**config.mk**
```make
export PLATFORM = sky130hd
export DESIGN_NAME = tsm_dev_end_flat
export DESIGN_NICKNAME = d
export VERILOG_FILES = /design/src/common/tsm_pkg.sv /design/src/common/tsm_link_if.sv /design/src/design/tsm_dev_end.sv /design/src/flat_wrapper.sv
export VERILOG_INCLUDE_DIRS = /design/src /design/src/common
export SDC_FILE = /design/constraint.sdc
export NUM_CORES = 1
export LEC_CHECK = 0
export ABC_AREA = 1
export BUFFER_PORTS_ARGS = -buffer_cell sky130_fd_sc_hd__clkbuf_2
export CORE_MARGIN = 2
export CORE_UTILIZATION = 34
export CTS_CLUSTER_DIAMETER = 60
export CTS_CLUSTER_SIZE = 30
export DETAILED_ROUTE_END_ITERATION = 16
export PLACE_DENSITY = 0.58
export SLEW_MARGIN = 20
export SYNTH_ARGS = -nofsm -noshare
export SYNTH_HDL_FRONTEND = slang
export SYNTH_SLANG_ARGS = --single-unit
```
**constraint.sdc**
```tcl
create_clock -name link_clk -period 7.8 [get_ports link_clk]
set_clock_uncertainty 0.2 [all_clocks]
set_input_delay 1.17 -clock link_clk [delete_from_list [all_inputs] [get_ports link_clk]]
set_output_delay 1.17 -clock link_clk [all_outputs]
set_load 0.02 [all_outputs]
```
**src/common/tsm_map.svh**
```systemverilog
`ifndef TSM_MAP_SVH
`define TSM_MAP_SVH
// Register addresses on the serial port
`define TSM_ADDR_OP_MODE 7'h01
`define TSM_ADDR_BR_HIGH 7'h02
`define TSM_ADDR_BR_LOW 7'h03
`define TSM_ADDR_FDEV_HIGH 7'h04
`define TSM_ADDR_FDEV_LOW 7'h05
`define TSM_ADDR_FRF_HIGH 7'h06
`define TSM_ADDR_FRF_MID 7'h07
`define TSM_ADDR_FRF_LOW 7'h08
`define TSM_ADDR_OSC 7'h0A
`define TSM_ADDR_PA_RAMP 7'h0B
`define TSM_ADDR_PLL 7'h0C
`define TSM_ADDR_PIN_MAP_B 7'h41
`define TSM_ADDR_BR_FRAC 7'h5D
// Reset values
`define TSM_RST_OP_MODE 8'h01
`define TSM_RST_BR 16'h1A0B
`define TSM_RST_FDEV 14'h0052
`define TSM_RST_FRF 24'hE4C000
`define TSM_RST_PA_RAMP 8'h09
`define TSM_RST_PLL 8'h00
`define TSM_RST_CLK_SEL 3'h0
// Field positions
`define TSM_F_MODE 2:0
`define TSM_F_OOK 5
`define TSM_F_CONT 6
`define TSM_F_CAL_START 3
`define TSM_F_CAL_DONE 1
`define TSM_F_SHAPING 6:5
`define TSM_F_PLL_LOW_NOISE 2
`define TSM_F_PLL_BW 1:0
`define TSM_F_CLK_SEL 2:0
`define TSM_F_FRAC 3:0
// Serial frame and timing counts
`define TSM_SPI_ADDR_LAST 5'd7
`define TSM_SPI_MISO_FIRST 5'd9
`define TSM_SPI_LAST 5'd15
`define TSM_SPI_LAST_STEP 6'd32
`define TSM_PHASE_STEP 21'h000010
`define TSM_CLK_SEL_MAX 3'h5
`define TSM_BIAS_MAX 6'h3F
`endif

```
**src/common/tsm_pkg.sv**
```systemverilog
package tsm_pkg;
   typedef enum logic [2:0] {
      TSM_SLEEP = 3'h0,
      TSM_STANDBY = 3'h1,
      TSM_FS_TX = 3'h2,
      TSM_TX = 3'h3,
      TSM_FS_RX = 3'h4,
      TSM_RX = 3'h5,
      TSM_RSVD6 = 3'h6,
      TSM_RSVD7 = 3'h7
   } tsm_mode_t;
   typedef enum logic [1:0] {
      TSM_SHAPE_NONE = 2'h0,
      TSM_SHAPE_BT1 = 2'h1,
      TSM_SHAPE_BT05 = 2'h2,
      TSM_SHAPE_RSVD = 2'h3
   } tsm_shape_t;
   typedef enum {
      TSM_H_IDLE,
      TSM_H_XFER,
      TSM_H_GAP
   } tsm_host_state_t;
endpackage : tsm_pkg

```
**src/common/tsm_link_if.sv**
```systemverilog
`timescale 1ns/1ps
interface tsm_link_if (
   input wire logic link_clk
);
   logic sck;
   logic nss_n;
   logic mosi;
   logic miso;
   logic data_pin;
   logic bit_clk;
   logic clk_out;
   modport dev (
      input link_clk, sck, nss_n, mosi, data_pin,
      output miso, bit_clk, clk_out
   );
   modport host (
      input miso, bit_clk, clk_out,
      output sck, nss_n, mosi, data_pin
   );
endinterface : tsm_link_if

```
**src/design/tsm_dev_end.sv**
```systemverilog
`timescale 1ns/1ps
`include "tsm_map.svh"
// Contract
// - Frequency step is reference over 2^19
// - Carrier is step times 24-bit word
// - Carrier applied only on low byte write
// - Reference clock divided out on pin five
// - Clock out on at reset, off in sleep
// - Two transmit PLLs, four bandwidths each
// - Receive forces low consumption PLL
// - RC calibration runs automatically after reset
// - Requested recalibration sets done flag
// - Data direct, or synced by bit clock; the bit clock runs only for FSK with Gaussian shaping on
// - Bit rate divisor plus fraction/16
// - OOK ignores fractional bit rate
// - Deviation is step times 14-bit field
// - Host keeps deviation within limits
// - OOK keys amplifier with data bit
// - Gaussian BT 0.5 or 1 before modulator
// - Bit clock pulses; host supplies next bit
// - OOK shaping ramps amplifier bias gradually
// - Host restarts transmitter after shaping change
module tsm_dev_end #(
   parameter int CAL_CYCLES = 256
) (
   // Link pins, clocked by the link clock
   tsm_link_if.dev link,
   // Reset
   input wire logic rst_n_in,
   // Synthesizer and modulator controls
   output logic [23:0] carrier_word_out,
   output logic [23:0] synth_word_out,
   output logic pll_low_noise_out,
   output logic [1:0] pll_bw_out,
   output logic pa_on_out,
   output logic [5:0] pa_bias_out,
   output logic rc_cal_busy_out,
   output tsm_pkg::tsm_mode_t mode_out
);
   logic clk;
   logic [3:0] s1_r;
   logic [3:0] s2_r;
   logic sck_d_r;
   logic sck_rise;
   logic sck_fall;
   logic nss;
   logic mosi;
   logic din;
   logic [4:0] bit_cnt_r;
   logic [15:0] shift_r;
   logic [15:0] word_nxt;
   logic [7:0] miso_r;
   logic [6:0] rd_addr;
   logic [7:0] rd_data;
   logic wr_en;
   logic [6:0] wr_addr;
   logic [7:0] wr_data;
   logic [7:0] op_mode_r;
   logic [15:0] br_r;
   logic [3:0] frac_r;
   logic [13:0] fdev_r;
   logic [7:0] frf_hi_r;
   logic [7:0] frf_mid_r;
   logic [23:0] carrier_r;
   logic [7:0] pa_ramp_r;
   logic [7:0] pll_r;
   logic [2:0] clk_sel_r;
   logic cal_busy_r;
   logic cal_done_r;
   logic [31:0] cal_cnt_r;
   logic cal_req;
   logic cal_end;
   tsm_pkg::tsm_mode_t mode;
   tsm_pkg::tsm_shape_t shape;
   logic ook;
   logic tx_run;
   logic gauss_on;
   logic [19:0] period;
   logic [20:0] phase_r;
   logic [20:0] phase_step;
   logic [20:0] phase_new;
   logic bclk_r;
   logic bclk_nxt;
   logic [3:0] taps_r;
   logic cur_bit;
   logic [2:0] ones;
   logic [16:0] prod;
   logic signed [17:0] dev_s;
   logic [5:0] div_cnt_r;
   logic clk_out_r;

   assign clk = link.link_clk;

   // Pin synchronisers: sck, nss_n, mosi, data
   always_ff @(posedge clk or negedge rst_n_in) begin
      if (!rst_n_in) begin
         s1_r <= 4'h2;
         s2_r <= 4'h2;
         sck_d_r <= 1'b0;
      end else begin
         s1_r <= {link.data_pin, link.mosi, link.nss_n, link.sck};
         s2_r <= s1_r;
         sck_d_r <= s2_r[0];
      end
   end
   assign sck_rise = s2_r[0] & ~sck_d_r;
   assign sck_fall = ~s2_r[0] & sck_d_r;
   assign nss = s2_r[1];
   assign mosi = s2_r[2];
   assign din = s2_r[3];

   // Serial slave: write flag, 7-bit address, one data byte
   assign word_nxt = {shift_r[14:0], mosi};
   assign rd_addr = word_nxt[6:0];
   assign wr_addr = word_nxt[14:8];
   assign wr_data = word_nxt[7:0];
   assign wr_en = sck_rise & ~nss & (bit_cnt_r == `TSM_SPI_LAST)
      & word_nxt[15];

   always_ff @(posedge clk or negedge rst_n_in) begin
      if (!rst_n_in) begin
         bit_cnt_r <= 5'h00;
         shift_r <= 16'h0000;
         miso_r <= 8'h00;
      end else if (nss) begin
         bit_cnt_r <= 5'h00;
         miso_r <= 8'h00;
      end else if (sck_rise) begin
         bit_cnt_r <= bit_cnt_r + 5'h01;
         shift_r <= word_nxt;
         if (bit_cnt_r == `TSM_SPI_ADDR_LAST) begin
            miso_r <= rd_data;
         end
      end else if (sck_fall && bit_cnt_r >= `TSM_SPI_MISO_FIRST) begin
         miso_r <= {miso_r[6:0], 1'b0};
      end
   end

   always_comb begin
      case (rd_addr)
         `TSM_ADDR_OP_MODE: rd_data = op_mode_r;
         `TSM_ADDR_BR_HIGH: rd_data = br_r[15:8];
         `TSM_ADDR_BR_LOW: rd_data = br_r[7:0];
         `TSM_ADDR_FDEV_HIGH: rd_data = {2'b00, fdev_r[13:8]};
         `TSM_ADDR_FDEV_LOW: rd_data = fdev_r[7:0];
         `TSM_ADDR_FRF_HIGH: rd_data = frf_hi_r;
         `TSM_ADDR_FRF_MID: rd_data = frf_mid_r;
         `TSM_ADDR_FRF_LOW: rd_data = carrier_r[7:0];
         `TSM_ADDR_OSC: rd_data = {6'h00, cal_done_r, 1'b0};
         `TSM_ADDR_PA_RAMP: rd_data = pa_ramp_r;
         `TSM_ADDR_PLL: rd_data = pll_r;
         `TSM_ADDR_PIN_MAP_B: rd_data = {5'h00, clk_sel_r};
         `TSM_ADDR_BR_FRAC: rd_data = {4'h0, frac_r};
         default: rd_data = 8'h00;
      endcase
   end

   // Register file
   always_ff @(posedge clk or negedge rst_n_in) begin
      if (!rst_n_in) begin
         op_mode_r <= `TSM_RST_OP_MODE;
         br_r <= `TSM_RST_BR;
         frac_r <= 4'h0;
         fdev_r <= `TSM_RST_FDEV;
         frf_hi_r <= 8'(`TSM_RST_FRF >> 16);
         frf_mid_r <= 8'(`TSM_RST_FRF >> 8);
         carrier_r <= `TSM_RST_FRF;
         pa_ramp_r <= `TSM_RST_PA_RAMP;
         pll_r <= `TSM_RST_PLL;
         clk_sel_r <= `TSM_RST_CLK_SEL;
      end else if (wr_en) begin
         case (wr_addr)
            `TSM_ADDR_OP_MODE: op_mode_r <= wr_data;
            `TSM_ADDR_BR_HIGH: br_r[15:8] <= wr_data;
            `TSM_ADDR_BR_LOW: br_r[7:0] <= wr_data;
            `TSM_ADDR_FDEV_HIGH: fdev_r[13:8] <= wr_data[5:0];
            `TSM_ADDR_FDEV_LOW: fdev_r[7:0] <= wr_data;
            `TSM_ADDR_FRF_HIGH: frf_hi_r <= wr_data;
            `TSM_ADDR_FRF_MID: frf_mid_r <= wr_data;
            `TSM_ADDR_FRF_LOW: carrier_r <= {frf_hi_r, frf_mid_r, wr_data};
            `TSM_ADDR_PA_RAMP: pa_ramp_r <= wr_data;
            `TSM_ADDR_PLL: pll_r <= wr_data;
            `TSM_ADDR_PIN_MAP_B: clk_sel_r <= wr_data[`TSM_F_CLK_SEL];
            `TSM_ADDR_BR_FRAC: frac_r <= wr_data[`TSM_F_FRAC];
            default: ;
         endcase
      end
   end

   // RC calibration: starts out of reset, restarts on request
   assign cal_req = wr_en & (wr_addr == `TSM_ADDR_OSC)
      & wr_data[`TSM_F_CAL_START];
   assign cal_end = cal_busy_r & (cal_cnt_r == 32'(CAL_CYCLES - 1));
   always_ff @(posedge clk or negedge rst_n_in) begin
      if (!rst_n_in) begin
         cal_busy_r <= 1'b1;
         cal_done_r <= 1'b0;
         cal_cnt_r <= 32'h00000000;
      end else begin
         if (cal_req) begin
            cal_busy_r <= 1'b1;
            cal_cnt_r <= 32'h00000000;
         end else if (cal_end) begin
            cal_busy_r <= 1'b0;
         end else if (cal_busy_r) begin
            cal_cnt_r <= cal_cnt_r + 32'h00000001;
         end
         // Completion in the same cycle as a new request still sets done
         if (cal_end) begin
            cal_done_r <= 1'b1;
         end else if (cal_req) begin
            cal_done_r <= 1'b0;
         end
      end
   end

   // Bit rate: phase advances 16 per cycle against divisor*16+frac
   assign mode = tsm_pkg::tsm_mode_t'(op_mode_r[`TSM_F_MODE]);
   assign shape = tsm_pkg::tsm_shape_t'(pa_ramp_r[`TSM_F_SHAPING]);
   assign ook = op_mode_r[`TSM_F_OOK];
   assign tx_run = (mode == tsm_pkg::TSM_TX);
   assign gauss_on = ~ook & op_mode_r[`TSM_F_CONT]
      & (shape != tsm_pkg::TSM_SHAPE_NONE);
   assign period = {br_r, 4'h0} + {16'h0000, ook ? 4'h0 : frac_r};
   assign phase_step = phase_r + `TSM_PHASE_STEP;
   assign phase_new = (phase_step >= {1'b0, period}) ?
      phase_step - {1'b0, period} : phase_step;
   assign bclk_nxt = tx_run & gauss_on
      & (phase_new < {2'b00, period[19:1]});

   always_ff @(posedge clk or negedge rst_n_in) begin
      if (!rst_n_in) begin
         phase_r <= 21'h000000;
         bclk_r <= 1'b0;
         taps_r <= 4'h0;
      end else begin
         phase_r <= tx_run ? phase_new : 21'h000000;
         bclk_r <= bclk_nxt;
         // Bit taken at mid-bit, half a period after the request edge
         if (bclk_r && !bclk_nxt) begin
            taps_r <= {taps_r[2:0], din};
         end
      end
   end

   // Modulation: direct pin data or filtered stream
   assign cur_bit = gauss_on ? taps_r[0] : din;
   always_comb begin
      ones = 3'h0;
      prod = 17'h00000;
      dev_s = 18'sh00000;
      unique case (shape)
         tsm_pkg::TSM_SHAPE_BT1: begin
            ones = {2'b00, taps_r[0]} + {2'b00, taps_r[1]};
            prod = {3'b000, fdev_r} * {14'h0000, ones};
            dev_s = $signed({1'b0, prod}) - $signed({4'h0, fdev_r});
         end
         tsm_pkg::TSM_SHAPE_BT05: begin
            ones = {2'b00, taps_r[0]} + {2'b00, taps_r[1]}
               + {2'b00, taps_r[2]} + {2'b00, taps_r[3]};
            prod = {3'b000, fdev_r} * {14'h0000, ones};
            dev_s = $signed({2'b00, prod[16:1]})
               - $signed({4'h0, fdev_r});
         end
         default: begin
            dev_s = cur_bit ? $signed({4'h0, fdev_r})
               : -$signed({4'h0, fdev_r});
         end
      endcase
   end

   // Synthesizer word in frequency steps of reference/2^19
   always_ff @(posedge clk or negedge rst_n_in) begin
      if (!rst_n_in) begin
         synth_word_out <= `TSM_RST_FRF;
         carrier_word_out <= `TSM_RST_FRF;
         pll_low_noise_out <= 1'b0;
         pll_bw_out <= 2'h0;
         pa_on_out <= 1'b0;
         mode_out <= tsm_pkg::TSM_STANDBY;
         rc_cal_busy_out <= 1'b1;
      end else begin
         carrier_word_out <= carrier_r;
         synth_word_out <= (tx_run && !ook) ?
            carrier_r + 24'(dev_s) : carrier_r;
         pll_low_noise_out <= (mode == tsm_pkg::TSM_RX
            || mode == tsm_pkg::TSM_FS_RX) ? 1'b0
            : pll_r[`TSM_F_PLL_LOW_NOISE];
         pll_bw_out <= pll_r[`TSM_F_PLL_BW];
         pa_on_out <= tx_run & (~ook | cur_bit);
         mode_out <= mode;
         rc_cal_busy_out <= cal_busy_r;
      end
   end

   // Amplifier bias: ramps one step per cycle when OOK shaping is on
   always_ff @(posedge clk or negedge rst_n_in) begin
      if (!rst_n_in) begin
         pa_bias_out <= 6'h00;
      end else if (ook && shape != tsm_pkg::TSM_SHAPE_NONE) begin
         if (pa_on_out && pa_bias_out != `TSM_BIAS_MAX) begin
            pa_bias_out <= pa_bias_out + 6'h01;
         end else if (!pa_on_out && pa_bias_out != 6'h00) begin
            pa_bias_out <= pa_bias_out - 6'h01;
         end
      end else begin
         pa_bias_out <= pa_on_out ? `TSM_BIAS_MAX : 6'h00;
      end
   end

   // Reference clock out: divide by 2^(sel+1), off in sleep
   always_ff @(posedge clk or negedge rst_n_in) begin
      if (!rst_n_in) begin
         div_cnt_r <= 6'h00;
         clk_out_r <= 1'b0;
      end else begin
         div_cnt_r <= div_cnt_r + 6'h01;
         clk_out_r <= (mode != tsm_pkg::TSM_SLEEP)
            && (clk_sel_r <= `TSM_CLK_SEL_MAX)
            && div_cnt_r[clk_sel_r];
      end
   end

   assign link.miso = miso_r[7];
   assign link.bit_clk = bclk_r;
   assign link.clk_out = clk_out_r;
endmodule : tsm_dev_end

```
**src/flat_wrapper.sv**
```systemverilog
// flat-port wrapper written by rule: the top's interface ports become plain ports
module tsm_dev_end_flat 
#(
   parameter int CAL_CYCLES = 256
)
  (rst_n_in, carrier_word_out, synth_word_out, pll_low_noise_out, pll_bw_out, pa_on_out, pa_bias_out, rc_cal_busy_out, mode_out, link_clk, link_sck, link_nss_n, link_mosi, link_data_pin, link_miso, link_bit_clk, link_clk_out);
  tsm_link_if link_i (.link_clk(link_clk));
  input wire logic rst_n_in;
  output logic [23:0] carrier_word_out;
  output logic [23:0] synth_word_out;
  output logic pll_low_noise_out;
  output logic [1:0] pll_bw_out;
  output logic pa_on_out;
  output logic [5:0] pa_bias_out;
  output logic rc_cal_busy_out;
  output tsm_pkg::tsm_mode_t mode_out;
  input wire logic link_clk;
  input wire logic [$bits(link_i.sck)-1:0] link_sck;
  input wire logic [$bits(link_i.nss_n)-1:0] link_nss_n;
  input wire logic [$bits(link_i.mosi)-1:0] link_mosi;
  input wire logic [$bits(link_i.data_pin)-1:0] link_data_pin;
  output wire logic [$bits(link_i.miso)-1:0] link_miso;
  output wire logic [$bits(link_i.bit_clk)-1:0] link_bit_clk;
  output wire logic [$bits(link_i.clk_out)-1:0] link_clk_out;
  assign link_i.sck = link_sck;
  assign link_i.nss_n = link_nss_n;
  assign link_i.mosi = link_mosi;
  assign link_i.data_pin = link_data_pin;
  assign link_miso = link_i.miso;
  assign link_bit_clk = link_i.bit_clk;
  assign link_clk_out = link_i.clk_out;
  tsm_dev_end #(.CAL_CYCLES(CAL_CYCLES)) u_core (.link(link_i), .rst_n_in(rst_n_in), .carrier_word_out(carrier_word_out), .synth_word_out(synth_word_out), .pll_low_noise_out(pll_low_noise_out), .pll_bw_out(pll_bw_out), .pa_on_out(pa_on_out), .pa_bias_out(pa_bias_out), .rc_cal_busy_out(rc_cal_busy_out), .mode_out(mode_out));
endmodule
```
== Word level (Yosys, flattened, before mapping) ==
Index checks and enable logic that the tools add are counted.
Operators by class
  equality and inequality tests: 38
  order comparisons: 5
  muxes and demuxes: 28
  bitwise gates (word level): 18
  add/subtract/negate cells: 15
  reduce and logical (&&, ||, !) cells: 34
  $mul: 2
Operator list (number)
  8-bit one-hot mux with 13 select lines: 1
  32-bit two-way mux: 3
  7-bit by 3-bit == test with 1-bit output (second input constant): 8
  7-bit by 4-bit == test with 1-bit output (second input constant): 8
  21-bit two-way mux: 2
  18-bit one-hot mux with 2 select lines: 1
  14-bit by 3-bit multiplier with 17-bit output: 2
  32-bit by 1-bit adder with 32-bit output (second input constant): 1
  32-bit by 8-bit == test with 1-bit output (second input constant): 1
  8-bit two-way mux: 4
  2-bit AND reduction: 15
  7-bit by 2-bit == test with 1-bit output (second input constant): 4
  7-bit == test (second input constant): 4
  24-bit adder: 1
  24-bit two-way mux: 1
  6-bit two-way mux: 4
  21-bit by 5-bit adder with 21-bit output (second input constant): 1
  21-bit by 20-bit greater-or-equal comparator with 1-bit output: 1
  21-bit by 19-bit < comparator with 1-bit output: 1
  21-bit by 20-bit subtractor with 21-bit output: 1
  20-bit by 4-bit adder with 20-bit output: 1
  18-bit two-way mux: 1
  14-bit negation with 18-bit output: 1
  17-bit by 14-bit subtractor with 18-bit output: 1
  other kinds (33): 72
Storage, ports and cells
  register bits after elaboration: 267
  input bits: 6
  output and inout port bits: 65
  word-level logic and storage cells: 174

== Longest topological paths before layout ==
  depth in word-level cells: 9
  depth in mapped cells: 42
  depth with buffers taken out: 41

== Least setup slack after synthesis ==
Ideal clock, no wire load.
  kind: flip-flop to flip-flop
  start: register u_core.taps_r[0]
  end: register u_core.synth_word_out[21]
  cell stages (with the launch flop): 36
  data arrival time: 6.248 ns
  library setup time: 0.077 ns
  slack: 1.275 ns
  clock period less this slack: 6.525 ns
  data required time: 7.523 ns
  cells stage by stage: dfrtp_1 > ha_1 > inv_1 > fa_1 > inv_1 > ha_1 > clkbuf_1 > nand2_1 > fa_1 > inv_1 > ha_1 > a21o_1 > a31oi_1 > xor2_1 > inv_1 > ha_1 > nand2_1 > nor3_1 > a21oi_1 > o21ai_0 > a31oi_1 > or2_2 > nand3_1 > nand3_1 > o21ai_0 > inv_1 > ha_1 > a21oi_1 > inv_1 > nor2_1 > o21ai_0 > o21bai_1 > a21oi_1 > o21bai_1 > or2_0 > a31oi_1
On the way
  longest elaborated chain between the ends: 8
  elaborated cells on any way between the ends: 12
RTL lines
  start: declaration: RTL line tsm_dev_end.sv:84  | logic [3:0] taps_r;
  start signal: assignment: RTL line tsm_dev_end.sv:241  | taps_r <= {taps_r[2:0], din};
  1-bit by 1-bit adder with 2-bit output: RTL line tsm_dev_end.sv:254, tsm_dev_end.sv:259
  3-bit by 1-bit adder with 3-bit output (2 in series): RTL line tsm_dev_end.sv:260  | + {2'b00, taps_r[2]} + {2'b00, taps_r[3]};
  14-bit by 3-bit multiplier with 17-bit output: RTL line tsm_dev_end.sv:261  | prod = {3'b000, fdev_r} * {14'h0000, ones};
  16-bit by 14-bit subtractor with 17-bit output: RTL line tsm_dev_end.sv:263  | - $signed({4'h0, fdev_r});
  18-bit one-hot mux with 2 select lines (*): RTL line tsm_dev_end.sv:252  | unique case (shape)
  24-bit adder (*): RTL line tsm_dev_end.sv:285  | carrier_r + 24'(dev_s) : carrier_r;
  24-bit two-way mux (*): RTL line tsm_dev_end.sv:284  | synth_word_out <= (tx_run && !ook) ?
  end signal: assignment: RTL line tsm_dev_end.sv:275  | synth_word_out <= `TSM_RST_FRF;
  end signal: assignment: RTL line tsm_dev_end.sv:284
  end: declaration: RTL line tsm_dev_end.sv:32  | output logic [23:0] synth_word_out,
Every way passes the cells marked *; elsewhere a longest branch is shown, timed or not.
A chain may end at the register's enable or synchronous reset.

== Worst setup path in the final report ==
Ends and elaborated chain as after synthesis.

==> impl_metrics.env <==
export IMPL_status="finished, final reports clean"
export IMPL_root_buffer="clkbuf_16"
export IMPL_cp_startpoint="u_core.taps_r[0]"
export IMPL_ant_nets=0
export IMPL_max_freq_mhz=139
export IMPL_diodes=0
export IMPL_grt_usage=0.190
export IMPL_synth_nets=2576
export IMPL_cpMostUsedCell="inv_1"
export IMPL_synth_top_area_cell="dfrtp_1"
export IMPL_critPathLaunchType="flip-flop"
export IMPL_hpwl_um=41300
export IMPL_cts_htree_levels=1
export IMPL_routedWlPerCell_um=16.7
export IMPL_synth_edff_count=0
export IMPL_rows=85
export IMPL_clockBufferDepth=3
export IMPL_leakage_nw=9.75
export IMPL_r2r_slack_ps=630
export IMPL_min_from="u_core.s1_r[2]"
export IMPL_syn_cell_area_um2=18300
export IMPL_end_kind="flip-flop"
export IMPL_worst_pin_slew_ps=1040
export IMPL_die_w_um=236
export IMPL_drv_slew=0
export IMPL_min_to="u_core.s2_r[2]"
export IMPL_synth_seq_area_share=0.367
export IMPL_die_h_um=236
export IMPL_grt_max_degree=178
export IMPL_setup_viol=0
export IMPL_grt_ovfl_total=0
export IMPL_grt_pass1_wl_um=84900
export IMPL_p_sw_w=0.000794
export IMPL_synth_ff_type="dfrtp_1"
export IMPL_drive_gt1_frac=0.0941
export IMPL_cp_data_required_time_ps=8090
export IMPL_clock_power_share=0.457
export IMPL_syn_inst=2413
export IMPL_ios=71
export IMPL_hold_path_class="reg2reg"
export IMPL_ys_top_cells_by_area="dfrtp_1, nand2_1, ha_1, inv_1, dfstp_2"
export IMPL_reg2reg_to="u_core.synth_word_out[21]"
export IMPL_worstPathMaxFanout=14
export IMPL_portBuffers=70
export IMPL_fin_crit_sh=0.919
export IMPL_holdPathStages=0
export IMPL_firstDrtPassIters=5
export IMPL_core_area_um2=53600
export IMPL_p_int_w=0.00211
export IMPL_place_congestion=0.941
export IMPL_syn_to_final_growth_pct=10.6
export IMPL_synth_seq_cells=267
export IMPL_layout_min_cycle_time_ps=7170
export IMPL_clock_sinks=267
export IMPL_cts_buffers=26
export IMPL_nets=2619
export IMPL_grt_pass1_vias=15500
export IMPL_drtIter0Drc=1204
export IMPL_setup_tns_ps=0
export IMPL_hold_viol_final=0
export IMPL_start_util=0.342
export IMPL_via_per_inst=5.08
export IMPL_yosys_area_top_type_share=0.308
export IMPL_die_area_um2=55800
export IMPL_slowest_stage="fa_1"
export IMPL_pwr_share_comb=0.055
export IMPL_crit_type="reg2reg"
export IMPL_syn_area_per_cell_um2=7.60
export IMPL_power_density_nw_per_um2=143
export IMPL_drt_wl_total_um=53100
export IMPL_clock_latency_ps=580
export IMPL_p_sw_frac=0.273
export IMPL_post_cts_buffers=0
export IMPL_cts_tree="done"
export IMPL_max_stage_delay_ps=490
export IMPL_vias=16100
export IMPL_power_total_w=0.00291
export IMPL_synth_cell_types=65
export IMPL_cp_arrival_ps=7460
export IMPL_slew_headroom=0.303
export IMPL_async_flop_share=1.00
export IMPL_remaining_drc_errors=0
export IMPL_r2r_cells=36
export IMPL_seqPwrFrac=0.489
export IMPL_ys_warn_count=0
export IMPL_ir_worst_vdd_mv=0.157
export IMPL_max_cap_violations=0
export IMPL_rsz0062_at_grt="no"
export IMPL_path_clk_slew_ps=70
export IMPL_antenna_found_initial=0
export IMPL_reg2reg_from="u_core.taps_r[0]"
power groups by stage:
stage | registers (W) | clock network [W] | logic, W
4_1_cts | 0.00142 | 0.00137 | 0.000160
2_1_floorplan | 0.00144 | 0 | 0.0000833
3_3_place_gp | 0.00144 | 0 | 0.000158
6_report | 0.00142 | 0.00133 | 0.000159
3_5_place_dp | 0.00145 | 0 | 0.000159
5_1_grt | 0.00142 | 0.00142 | 0.000176
layout make-up:
type	instances	area, um^2
Fill cell	5697	33300
Multi-Input combinational cell	1726	10000
Sequential cell	267	6730
Inverter	360	1360
Tap cell	696	871
Clock buffer	28	658
Timing Repair Buffer	75	410
Clock inverter	20	246
how the worst max path moves through the flow:
stage	to	slack (ps)
2_1_floorplan	u_core.synth_word_out[21]	1270
3_3_place_gp	u_core.synth_word_out[21]	620
3_5_place_dp	u_core.synth_word_out[21]	460
4_1_cts	u_core.synth_word_out[21]	440
5_1_grt	u_core.synth_word_out[21]	90
6_report	u_core.synth_word_out[21]	630
flip-flops by register name, summed over array words and instances, names as in the netlist, 14 cells and up:
| register | cells |
|---|---|
| u_core.br_r | 16 |
| u_core.shift_r | 15 |
| u_core.phase_r | 21 |
| u_core.cal_cnt_r | 32 |
| u_core.fdev_r | 14 |
| u_core.carrier_word_out | 24 |
| u_core.carrier_r | 24 |
| u_core.synth_word_out | 24 |
cells by family (layout without fill, tap and decap cells):
logic type      after synthesis  count (layout)  share of synthesized area
flops                       267             267                      0.367
buf+inv                     420             483                     0.0873
compound gates              503             503                      0.154
xor+xnor                     75              75                     0.0358
mux                           2               2                    0.00123
fa+ha+maj                   157             157                      0.120
simple gates                989             989                      0.234
synth_stat cells (3+ instances only):
| master | instances |
|---|---|
| o2111ai_1 | 4 |
| inv_2 | 18 |
| dfrtp_1 | 226 |
| nand4_1 | 32 |
| nand3_1 | 110 |
| clkbuf_1 | 52 |
| inv_1 | 336 |
| nor2_2 | 7 |
| a21oi_1 | 145 |
| a221oi_1 | 11 |
| o211ai_1 | 5 |
| a31oi_1 | 18 |
| o21ai_0 | 209 |
| and3_1 | 4 |
| nor2_4 | 4 |
| o22ai_1 | 17 |
| o221ai_1 | 3 |
| fa_1 | 32 |
| dfstp_2 | 41 |
| ha_1 | 125 |
| nor3_1 | 57 |
| o21ai_1 | 29 |
| xnor2_1 | 16 |
| nor4_1 | 18 |
| clkinv_1 | 5 |
| nor3_2 | 5 |
| a211oi_1 | 11 |
| nand2_2 | 8 |
| nand2_4 | 4 |
| o31ai_1 | 8 |
| buf_2 | 6 |
| a22o_1 | 4 |
| o21bai_1 | 13 |
| nand2_1 | 577 |
| or2_2 | 11 |
| nor2_1 | 140 |
| xor2_1 | 59 |
| a21o_1 | 8 |
cells in the final DEF (no fill, tap or decap), drive strengths merged, types with 13 or more instances in the layout:
master / instances
nand2: 589
inv: 362
o21ai: 239
dfrtp: 226
nor2: 151
a21oi: 145
ha: 125
nand3: 112
clkbuf: 97
nor3: 63
xor2: 59
dfstp: 41
nand4: 35
fa: 32
nor4: 19
a31oi: 18
o22ai: 17
xnor2: 16
clkinv: 15
o21bai: 13
or2: 13
stage by stage:
step                      instances   util  instance area (um^2)  hold WS (ps)  setup WS (ps)
after floorplan                2413      -                 18300           131           1270
after global placement         3124  0.361                 19400           144            617
after detailed placement       3124  0.361                 19400           147            462
after CTS                      3172  0.378                 20300           169            443
after global routing           3172  0.378                 20300           175           87.0
final                          3172  0.378                 20300           167            631
layer usage:
| metal | track usage | part of all wire |
|---|---|---|
| met3 | 0.0248 | 0.052 |
| met5 | 0 | 0 |
| met4 | 0.0506 | 0.025 |
| met2 | 0.318 | 0.47 |
| met1 | 0.257 | 0.45 |
critical path, delay by kind of cell (launching register included):
| family | cells | cell delay, ps |
|---|---|---|
| compound gates | 12 | 1930 |
| simple gates | 7 | 1050 |
| flops | 1 | 410 |
| xor+xnor | 1 | 130 |
| fa+ha+maj | 8 | 2800 |
| buf+inv | 8 | 550 |
timing repair:
item | 4_1_cts | 5_1_grt
hold buffers | 0 | 0
endpoints found under the hold margin | 0 | 0
setup endpoints to repair | 0 | 4
gates resized for setup | 0 | 3
(Power assumes the default switching activity.)
